<file path="src/shared/sctm_cfg.svh">
`ifndef SCTM_CFG_SVH
`define SCTM_CFG_SVH

`define SCTM_WORD_W        24
`define SCTM_ADDR_W        4
// Word address codes in the low nibble; word zero only needs bit 0 low
`define SCTM_ADDR_W1       4'h3
`define SCTM_ADDR_W2       4'h5
`define SCTM_ADDR_W3       4'h7
`define SCTM_ADDR_W4       4'h9
`define SCTM_ADDR_W5       4'hb
`define SCTM_ADDR_W6       4'hd
`define SCTM_ADDR_W7       4'hf
// Power-down bit inside words one and two
`define SCTM_PD_BIT        23
// Access bits inside word three
`define SCTM_ACC_LSB       20
// Main configuration word fields
`define SCTM_AUTO_POWER_UP_BIT      23
`define SCTM_DITHER_SELECT_LSB      16
`define SCTM_ORDER_LSB     14
`define SCTM_DBL_BIT       12
`define SCTM_OBUF_BIT      11
`define SCTM_AUXPOL_BIT    10
`define SCTM_MAINPOL_BIT   9
`define SCTM_PRESC_BIT     8
`define SCTM_SEL_LSB       4
// Optional word fields
`define SCTM_FDEN_LSB      14
`define SCTM_FNUM_LSB      4
`define SCTM_CSR_LSB       22
`define SCTM_CPF_LSB       18
`define SCTM_TOC_LSB       4
`define SCTM_LDADJ_BIT     13
`define SCTM_AUXRST_BIT    7
`define SCTM_MAINRST_BIT   6
`define SCTM_AUXTRI_BIT    5
`define SCTM_MAINTRI_BIT   4
// Reset and default word contents
`define SCTM_W3_RESET      24'h100007
`define SCTM_W4_RESET      24'h22c709
`define SCTM_W5_DEFAULT    24'h00000b
`define SCTM_W6_DEFAULT    24'h00000d
`define SCTM_W7_DEFAULT    24'h00090f

`endif

</file>
<file path="src/shared/sctm_pkg.sv">
package sctm_pkg;

  typedef struct packed {
    logic [3:0]  sync1;
    logic [3:0]  sync2;
    logic        clk_prev;
    logic        le_prev;
    logic [23:0] shift;
    logic [23:0] word;
    logic        valid;
  } sctm_rx_state_t;

  typedef struct packed {
    logic        main_pd;
    logic        aux_pd;
    logic [23:0] w3;
    logic [23:0] w4;
    logic [23:0] w5;
    logic [23:0] w6;
    logic [23:0] w7;
    logic [3:0]  div_tgl;
    logic        pin_out;
    logic        pin_oe;
  } sctm_bank_state_t;

  typedef struct packed {
    logic [1:0] digital;  // {aux, main}
    logic [1:0] analog;   // {aux, main}
  } sctm_lock_t;

  typedef struct packed {
    logic        auto_power_up;
    logic [1:0]  dither_select;
    logic [1:0]  modulator_order;
    logic        ref_doubler_enable;
    logic        ref_buffer_out_enable;
    logic        aux_pump_polarity;
    logic        main_pump_polarity;
    logic        aux_prescaler_16;
    logic [3:0]  test_pin_select;
    logic        extended_fraction;
    logic [9:0]  fraction_denominator_high;
    logic [9:0]  fraction_numerator_high;
    logic [1:0]  slip_reduction;
    logic [3:0]  fastlock_pump_current;
    logic [13:0] fastlock_timeout;
    logic        lock_detect_adjust;
    logic        aux_counter_reset;
    logic        main_counter_reset;
    logic        aux_pump_tristate;
    logic        main_pump_tristate;
    logic        main_power_down;
    logic        aux_power_down;
  } sctm_config_t;

endpackage

</file>
<file path="src/rtl/sctm_serial_rx.sv">
`timescale 1ns/10ps
`include "sctm_cfg.svh"

module sctm_serial_rx (
  input  wire logic                       sys_clk,     // System clock
  input  wire logic                       rst_b,       // Async reset
  input  wire logic                       clk_en,      // Freeze when low
  input  wire logic                       ser_clk,     // Serial clock pin
  input  wire logic                       ser_data,    // Serial data pin
  input  wire logic                       ser_latch,   // Latch enable pin
  input  wire logic                       chip_enable, // Chip enable pin
  output logic [`SCTM_WORD_W-1:0]         word,        // Last latched word
  output logic                            word_valid,  // One-cycle strobe
  output logic                            ce_level     // Synced enable
);

  sctm_pkg::sctm_rx_state_t st;
  sctm_pkg::sctm_rx_state_t next_st;
  logic                     clk_rise;
  logic                     le_rise;

  // sync2 bit order: {chip_enable, latch, data, clock}
  assign clk_rise = st.sync2[0] && !st.clk_prev;
  assign le_rise  = st.sync2[2] && !st.le_prev;

  always_comb begin
    next_st          = st;
    next_st.sync1    = {chip_enable, ser_latch, ser_data, ser_clk};
    next_st.sync2    = st.sync1;
    next_st.clk_prev = st.sync2[0];
    next_st.le_prev  = st.sync2[2];
    next_st.valid    = 1'b0;
    // Data arrives most significant bit first
    if (clk_rise) begin
      next_st.shift = {st.shift[22:0], st.sync2[1]};
    end
    if (le_rise) begin
      next_st.word  = st.shift;
      next_st.valid = 1'b1;
    end
  end

  always_ff @(posedge sys_clk or negedge rst_b) begin
    if (!rst_b) begin
      st <= '0;
    end else if (clk_en) begin
      st <= next_st;
    end
  end

  assign word       = st.word;
  assign word_valid = st.valid;
  assign ce_level   = st.sync2[3];
endmodule

</file>
<file path="src/rtl/sctm_config_mux.sv">
`timescale 1ns/10ps
`include "sctm_cfg.svh"

module sctm_config_mux #(
  parameter int WORD_W = `SCTM_WORD_W
) (
  input  wire logic                 sys_clk,       // 20 MHz clock
  input  wire logic                 rst_b,         // Async reset
  input  wire logic                 clk_en,        // Freeze when low
  input  wire logic                 ser_clk,       // Serial clock pin
  input  wire logic                 ser_data,      // Serial data pin
  input  wire logic                 ser_latch,     // Latch enable pin
  input  wire logic                 chip_enable,   // Chip enable pin
  input  wire sctm_pkg::sctm_lock_t lock_ind,      // Lock indications
  input  wire logic [3:0]           div_pulse,     // Divider pulses
  output sctm_pkg::sctm_config_t    cfg,           // Decoded settings
  output logic                      test_lock_pin, // Test pin level
  output logic                      test_lock_oe,  // Test pin drive
  output logic                      access_fault   // Access bit 0 low
);

  sctm_pkg::sctm_bank_state_t st;
  sctm_pkg::sctm_bank_state_t next_st;
  logic [WORD_W-1:0]          word;
  logic                       word_valid;
  logic                       ce_level;
  logic [3:0]                 addr;
  logic [3:0]                 acc;
  logic [WORD_W-1:0]          eff5;
  logic [WORD_W-1:0]          eff6;
  logic [WORD_W-1:0]          eff7;
  logic [3:0]                 sel;
  logic [3:0]                 tgl_next;
  logic                       ana;

  sctm_serial_rx u_rx (
    .sys_clk     (sys_clk),
    .rst_b       (rst_b),
    .clk_en      (clk_en),
    .ser_clk     (ser_clk),
    .ser_data    (ser_data),
    .ser_latch   (ser_latch),
    .chip_enable (chip_enable),
    .word        (word),
    .word_valid  (word_valid),
    .ce_level    (ce_level)
  );

  assign addr = word[3:0];
  assign acc  = st.w3[`SCTM_ACC_LSB+3:`SCTM_ACC_LSB];
  assign sel  = st.w4[`SCTM_SEL_LSB+3:`SCTM_SEL_LSB];

  // Optional words read as defaults while their access bit is clear
  assign eff5 = acc[1] ? st.w5 : `SCTM_W5_DEFAULT;
  assign eff6 = acc[2] ? st.w6 : `SCTM_W6_DEFAULT;
  assign eff7 = acc[3] ? st.w7 : `SCTM_W7_DEFAULT;

  // Divider outputs halved by one toggle flop each
  genvar gi;
  generate
    for (gi = 0; gi < 4; gi++) begin : g_div
      assign tgl_next[gi] = st.div_tgl[gi] ^ div_pulse[gi];
    end
  endgenerate

  always_comb begin
    next_st         = st;
    next_st.div_tgl = tgl_next;
    ana             = 1'b0;
    if (word_valid) begin
      if (!addr[0]) begin
        // Hardware power-down via chip enable blocks the automatic clear
        if (st.w4[`SCTM_AUTO_POWER_UP_BIT] && ce_level) begin
          next_st.main_pd = 1'b0;
          next_st.aux_pd  = 1'b0;
        end
      end else begin
        unique case (addr)
          `SCTM_ADDR_W1: next_st.main_pd = word[`SCTM_PD_BIT];
          `SCTM_ADDR_W2: next_st.aux_pd  = word[`SCTM_PD_BIT];
          `SCTM_ADDR_W3: next_st.w3      = word;
          `SCTM_ADDR_W4: next_st.w4      = word;
          `SCTM_ADDR_W5: if (acc[1]) next_st.w5 = word;
          `SCTM_ADDR_W6: if (acc[2]) next_st.w6 = word;
          `SCTM_ADDR_W7: if (acc[3]) next_st.w7 = word;
          default: ;
        endcase
      end
    end
    // Pin is registered so the driver never glitches between codes
    case (sel)
      4'h0: begin
        next_st.pin_oe  = 1'b0;
        next_st.pin_out = 1'b0;
      end
      4'h1: begin
        next_st.pin_oe  = 1'b1;
        next_st.pin_out = 1'b1;
      end
      4'h2: begin
        next_st.pin_oe  = 1'b1;
        next_st.pin_out = 1'b0;
      end
      4'h3, 4'h4, 4'h5: begin
        next_st.pin_oe  = 1'b1;
        next_st.pin_out = (sel == 4'h3) ? &lock_ind.digital
                        : lock_ind.digital[sel == 4'h5];
      end
      4'h6, 4'h7, 4'h8, 4'h9, 4'ha, 4'hb: begin
        if (sel == 4'h6 || sel == 4'h9) begin
          ana = &lock_ind.analog;
        end else begin
          ana = lock_ind.analog[sel == 4'h8 || sel == 4'hb];
        end
        // Open-drain pulls low when unlocked and releases when locked
        if (sel <= 4'h8) begin
          next_st.pin_oe  = !ana;
          next_st.pin_out = 1'b0;
        end else begin
          next_st.pin_oe  = 1'b1;
          next_st.pin_out = ana;
        end
      end
      default: begin
        // Order: aux ref, aux feedback, main ref, main feedback
        next_st.pin_oe  = 1'b1;
        next_st.pin_out = st.div_tgl[sel[1:0]];
      end
    endcase
  end

  always_ff @(posedge sys_clk or negedge rst_b) begin
    if (!rst_b) begin
      st         <= '0;
      st.w3      <= `SCTM_W3_RESET;
      st.w4      <= `SCTM_W4_RESET;
      st.w5      <= `SCTM_W5_DEFAULT;
      st.w6      <= `SCTM_W6_DEFAULT;
      st.w7      <= `SCTM_W7_DEFAULT;
    end else if (clk_en) begin
      st <= next_st;
    end
  end

  assign test_lock_pin = st.pin_out;
  assign test_lock_oe  = st.pin_oe;
  assign access_fault  = !acc[0];

  always_comb begin
    cfg                        = '0;
    cfg.auto_power_up          = st.w4[`SCTM_AUTO_POWER_UP_BIT];
    cfg.dither_select          = st.w4[`SCTM_DITHER_SELECT_LSB+1:`SCTM_DITHER_SELECT_LSB];
    cfg.modulator_order        = st.w4[`SCTM_ORDER_LSB+1:`SCTM_ORDER_LSB];
    cfg.ref_doubler_enable     = st.w4[`SCTM_DBL_BIT];
    cfg.ref_buffer_out_enable  = st.w4[`SCTM_OBUF_BIT];
    cfg.aux_pump_polarity      = st.w4[`SCTM_AUXPOL_BIT];
    cfg.main_pump_polarity     = st.w4[`SCTM_MAINPOL_BIT];
    cfg.aux_prescaler_16       = st.w4[`SCTM_PRESC_BIT];
    cfg.test_pin_select        = sel;
    cfg.extended_fraction      = acc[1];
    cfg.fraction_denominator_high = eff5[`SCTM_FDEN_LSB+9:`SCTM_FDEN_LSB];
    cfg.fraction_numerator_high   = eff5[`SCTM_FNUM_LSB+9:`SCTM_FNUM_LSB];
    cfg.slip_reduction         = eff6[`SCTM_CSR_LSB+1:`SCTM_CSR_LSB];
    cfg.fastlock_pump_current  = eff6[`SCTM_CPF_LSB+3:`SCTM_CPF_LSB];
    cfg.fastlock_timeout       = eff6[`SCTM_TOC_LSB+13:`SCTM_TOC_LSB];
    cfg.lock_detect_adjust     = eff7[`SCTM_LDADJ_BIT];
    cfg.aux_counter_reset      = eff7[`SCTM_AUXRST_BIT];
    cfg.main_counter_reset     = eff7[`SCTM_MAINRST_BIT];
    cfg.aux_pump_tristate      = eff7[`SCTM_AUXTRI_BIT];
    cfg.main_pump_tristate     = eff7[`SCTM_MAINTRI_BIT];
    // Chip enable low overrides the software power-down bits
    cfg.main_power_down        = st.main_pd || !ce_level;
    cfg.aux_power_down         = st.aux_pd || !ce_level;
  end
endmodule

</file>
<file path="config.mk">
export PLATFORM = sky130hd
export DESIGN_NAME = sctm_config_mux
export DESIGN_NICKNAME = d
export VERILOG_FILES = /design/src/shared/sctm_pkg.sv /design/src/rtl/sctm_serial_rx.sv /design/src/rtl/sctm_config_mux.sv
export VERILOG_INCLUDE_DIRS = /design/src /design/src/shared
export SDC_FILE = /design/constraint.sdc
export NUM_CORES = 1
export LEC_CHECK = 0
export ABC_AREA = 1
export BUFFER_PORTS_ARGS = -buffer_cell sky130_fd_sc_hd__clkbuf_2
export CAP_MARGIN = 30
export CORE_MARGIN = 2
export CORE_UTILIZATION = 45
export DETAILED_ROUTE_END_ITERATION = 7
export GPL_ROUTABILITY_DRIVEN = 0
export GPL_TIMING_DRIVEN = 0
export PLACE_DENSITY = 0.74
export REMOVE_ABC_BUFFERS = 1
export SKIP_CTS_REPAIR_TIMING = 1
export SYNTH_ARGS = -nofsm -noshare
export SYNTH_HDL_FRONTEND = slang
export SYNTH_SLANG_ARGS = --single-unit
</file>
<file path="constraint.sdc">
create_clock -name sys_clk -period 1.3 [get_ports sys_clk]
set_input_delay 0.065 -clock sys_clk [delete_from_list [all_inputs] [get_ports sys_clk]]
set_output_delay 0.065 -clock sys_clk [all_outputs]
set_load 0.005 [all_outputs]
</file>
# Word level (Yosys, flattened, before mapping)
# Cells that the tools add are included.
# op_classes
n_lt_le_gt_ge,4
bitwise,4
muxes,19
eq_ne,20
n_reduce_logical,27
# op_table
operator,n
24-bit two-way mux,2
4-bit == test (second input constant),8
4-bit by 3-bit == test with 1-bit output (second input constant),6
4-bit AND reduction,4
5-bit AND reduction,3
14-bit two-way mux,1
4-bit by 2-bit == test with 1-bit output (second input constant),3
1-bit two-way mux,11
2-bit case mux with 5 select lines,1
2-bit AND reduction,4
2-bit two-way mux,3
6-bit OR reduction,1
1-bit logical NOT,5
4-bit by 1-bit == test with 1-bit output (second input constant),1
4-bit less-or-equal comparator (second input constant),1
4-bit logical NOT,1
1-bit logical OR,4
1-bit by 2-bit < comparator with 1-bit output (second input constant),2
2-bit inequality test (second input constant),2
1-bit bitwise XOR,4
1-bit logical AND,3
2-bit by 3-bit < comparator with 1-bit output (second input constant),1
3-bit OR reduction,1
1-bit binary-select mux with 2-bit select,1
2-bit nonzero test,1
# word_totals
out_inout_bits,65
ff_bits,172

# Longest topological paths before layout
# logic_depth
depth_word,9
mapped_depth,11
mapped_depth_nobuf,10

# Modules after synthesis
# A second synthesis with hierarchy kept.
# hier_totals
cells_unflattened,719
hier_area_um2,6068.3
# modules_own_cells
mod,cells_per_inst,seq_area_each_um2,area_per_inst_um2,instances
sctm_config_mux,440,1785.5,3438.3,1
sctm_serial_rx,279,1476.4,2630.0,1

# Least setup slack after synthesis
# No wires, ideal clock.
# synth_timing
kind,register to register
startpoint,"reg u_rx.st, in the netlist u_rx.word[2]"
endpoint,reg st[53] (netlist bit)
path_slack_ns,0.092
arrival_time_ns,1.089
t_required_ns,1.180
n_path_buf,1
stages_incl_launch_ff,7
setup_ns,0.120
path_cell_list,dfrtp_1 > inv_2 > nor3_4 > nand4_4 > buf_6 > nand2_1 > o21ai_2
# synth_between
elab_chain_cells,2
# synth_rtl
element,line,rtl
"start, declared",sctm_serial_rx.sv:17,sctm_pkg::sctm_rx_state_t st;
"start signal, assigned",sctm_serial_rx.sv:47,st <= next_st;
4-bit == test,sctm_config_mux.sv:78,unique case (addr)
5-bit AND reduction (no line),n/a,
"end signal, assigned",sctm_config_mux.sv:141,st <= next_st;
"end, declared",sctm_config_mux.sv:22,sctm_pkg::sctm_bank_state_t st;
# Every way passes these cells.
# A chain may end at the register's enable or synchronous reset.

# Worst setup path after layout
# layout_timing
startpoint,"reg st, in the netlist cfg[47]"
endpoint,reg st[60] (netlist bit)
# layout_between
elab_chain_cells,1
# layout_rtl
element
5-bit AND reduction (no line)
# Every way passes these cells.

==> results.json <==
{
  "antenna_left": 0,
  "path_clk_slew_ns": 0.05,
  "cts_max_level": 4,
  "multi_input_area_mm2": 0.002355,
  "crit_required_ns": 1.62,
  "grt_pass1_wl_um": 17960,
  "ir_drop_uv": 944.4,
  "fp-row-count": 41,
  "path_buf_inv": 3,
  "netlist_area_mm2": 0.005699,
  "relSlewSlack_pct": 60.13,
  "post-route-period-util_pct": 116.5,
  "setup_violations": 98,
  "drv_slew": 0,
  "ys.flop_type": "dfrtp_1",
  "grt_usage_pct": 17.05,
  "cp.depth": 5,
  "ys_warn_count": 0,
  "routedWlPerCell_um": 17.42,
  "dieArea_mm2": 0.01358,
  "power_density_mw_per_mm2": 1376,
  "cts-root-buf": "clkbuf_16",
  "rsz0062_at_grt": "true",
  "grt_max_degree": 81,
  "cts_buffers": 17,
  "r2r_end": "st[60]",
  "antenna_found_initial": 0,
  "fin_util_pct": 63.88,
  "synthCells": 664,
  "finClkSkew_ns": 0.007818,
  "die_w_um": 116.5,
  "arrival_ns": 1.83,
  "hold_class": "in -> reg",
  "synth_seq_cells": 130,
  "ys_types": 25,
  "grt_overflow": 0,
  "fmax_mhz": 660.3,
  "worstMarginPinSlew_ns": 0.5980,
  "grtUsageMet1_pct": 23.15,
  "via_count": 5089,
  "fin_setup_tns_ns": -8.438,
  "dp_hpwl_um": 7156,
  "fillers": 880,
  "nNetsFinal": 795,
  "dp_slack_ns": -0.8962,
  "met2_usage_pct": 26.94,
  "p_leak_uw": 0.004199,
  "rr_startpoint": "cfg[47]",
  "r2r_cells": 5,
  "synth_edf_count": 0,
  "avgSynthCellArea_um2": 8.583,
  "crit_path_end": "st[60]",
  "worst_setup_path_end_kind": "flop",
  "die_h_um": 116.5,
  "area_delta_synth_final_pct": 40.31,
  "cts_tree": "yes",
  "vias_per_cell": 5.274,
  "p_total_uw": 11000,
  "hold_viol": 0,
  "drt_first_pass_iters": 5,
  "crit_path_start": "cfg[47]",
  "top_usage_layer": "met2",
  "ctsLongestPathBuffers": 2,
  "crit_family": "buffers and inverters",
  "grt_pass1_vias": 3720,
  "reg2reg_slack_ns": -0.21,
  "ys_top_cells_by_area": "dfrtp_1 54%, nand2_1 14%, inv_1 7.5%",
  "cap_violations": 0,
  "crit_type": "reg -> reg",
  "port-buffer-count": 79,
  "fp.coreArea_mm2": 0.01252,
  "cts.sink_count": 130,
  "yosysTopAreaCellShare_pct": 54.01,
  "setup_slack_ns": -0.2146,
  "drive_gt1_share_pct": 41.11,
  "cp-start-kind": "flop",
  "io_pins": 80,
  "drc": 0,
  "use_met3_pct": 3.892,
  "wl_um": 16810,
  "antenna_cells": 0,
  "status": "finished with violations",
  "drt_iter0_markers": 559,
  "worstPathCellList": "buf_12, nand4_1, buf_8, clkbuf_16, o21ai_1",
  "clk_latency_ns": 0.42,
  "synthArstFlopShare_pct": 100.0,
  "failed_checks": "setup timing",
  "final-seq-area_mm2": 0.003279,
  "synth_seq_area_share_pct": 57.23,
  "cpMaxStageDelayCell": "dfrtp_4",
  "layout_min_cycle_time_ns": 1.515,
  "synth_area_leader_cell": "dfrtp_1",
  "initial_core_util_pct": 45.53,
  "max_stage_delay_ns": 0.49,
  "worst-path-max-fanout": 10
}
==> flip-flops by register name, indices dropped and copies added, names as in the netlist <==
signal and cells:
u_rx.ce_level 1, u_rx.st 27, u_rx.word 24, u_rx.next_st 6
cfg 15, st 51, test_lock_pin 1, test_lock_oe 1
u_rx.word_valid 1, acc 3
==> metal layers <==
metal  wire length (µm)  share of wire, %
met1               6314                38
met2               8777                52
met3               1055               6.3
met4                658               3.9
met5                  0                 0
==> cell type report <==
class / instances / area share, %
multi-input cells: 383 / 29.45
repair buffers: 132 / 14.13
well taps: 172 / 2.691
clock buffers: 27 / 6.290
clock inverters: 5 / 0.9388
flip-flops and latches: 130 / 41.01
inverters: 116 / 5.492
==> where the power goes <==
group | leakage [µW] | internal (µW) | switching, µW
clock | 0.000285 | 3020 | 1680
sequential | 0.00173 | 4420 | 309
combinational | 0.00218 | 522 | 1060
==> worst reg2reg max path: stages (launching register included) <==
cell and delay (ns):
dfrtp_4 0.49, buf_12 0.16, nand4_1 0.19, buf_8 0.22, clkbuf_16 0.17, o21ai_1 0.19
==> cells by family (layout without fill, tap and decap cells) <==
kind of cell           count (synthesis)  after routing  share of synthesized area (%)
buffers and inverters                161            280                          12.45
XOR/XNOR                               4              4                         0.6146
flip-flops                           130            130                          57.23
AND/OR/NAND/NOR                      239            249                          16.93
AO/OA/AOI/OAI                        130            130                          12.78
==> per-stage QoR <==
step	hold slack, ns	area, µm²	cells
floorplan	-0.2306	5425	619
global placement	0.2787	6036	870
detailed placement	0.04581	6135	874
CTS	-0.3859	6713	906
global route	0.1278	7996	965
finish	0.08798	7996	965
==> how the worst min path moves through the flow <==
| stage | cells past startpoint | to | slack, ns | from |
|---|---|---|---|---|
| floorplan | 0 | acc[2] | -0.23 | rst_b |
| global placement | 3 | u_rx.next_st[52] | 0.28 | ser_data |
| detailed placement | 1 | st[58] | 0.05 | rst_b |
| CTS | 1 | st[35] | -0.39 | rst_b |
| global route | 6 | test_lock_oe | 0.13 | lock_ind[1] |
| finish | 7 | test_lock_pin | 0.09 | lock_ind[3] |
==> Yosys cell counts (2+ instances only) <==
library cell / count
inv_2: 2
buf_4: 16
a21oi_1: 8
a31oi_1: 2
nor2_1: 14
o21ai_0: 61
dfrtp_1: 123
clkbuf_1: 13
o21ai_1: 39
buf_2: 12
nand3_1: 8
nand2_1: 209
dfstp_2: 7
xor2_1: 4
inv_1: 114
buf_6: 4
o21ai_2: 20
==> placed cells by master, fill, tap and decap left out, drive strengths merged <==
master       netlist  layout
clkinvlp           0       1
bufinv             0       2
nor3               3       3
inv              116     115
nand4              3       9
a21oi              8       8
dlygate4sd3        0       9
nand3              9      13
clkbuf            13     106
buf               32      44
clkinv             0       3
nand2            210     210
a31oi              2       2
nor2              14      14
o21ai            120     120
dfstp              7       7
xor2               4       4
dfrtp            123     123
No activity file was read; power rests on OpenSTA's default activity.
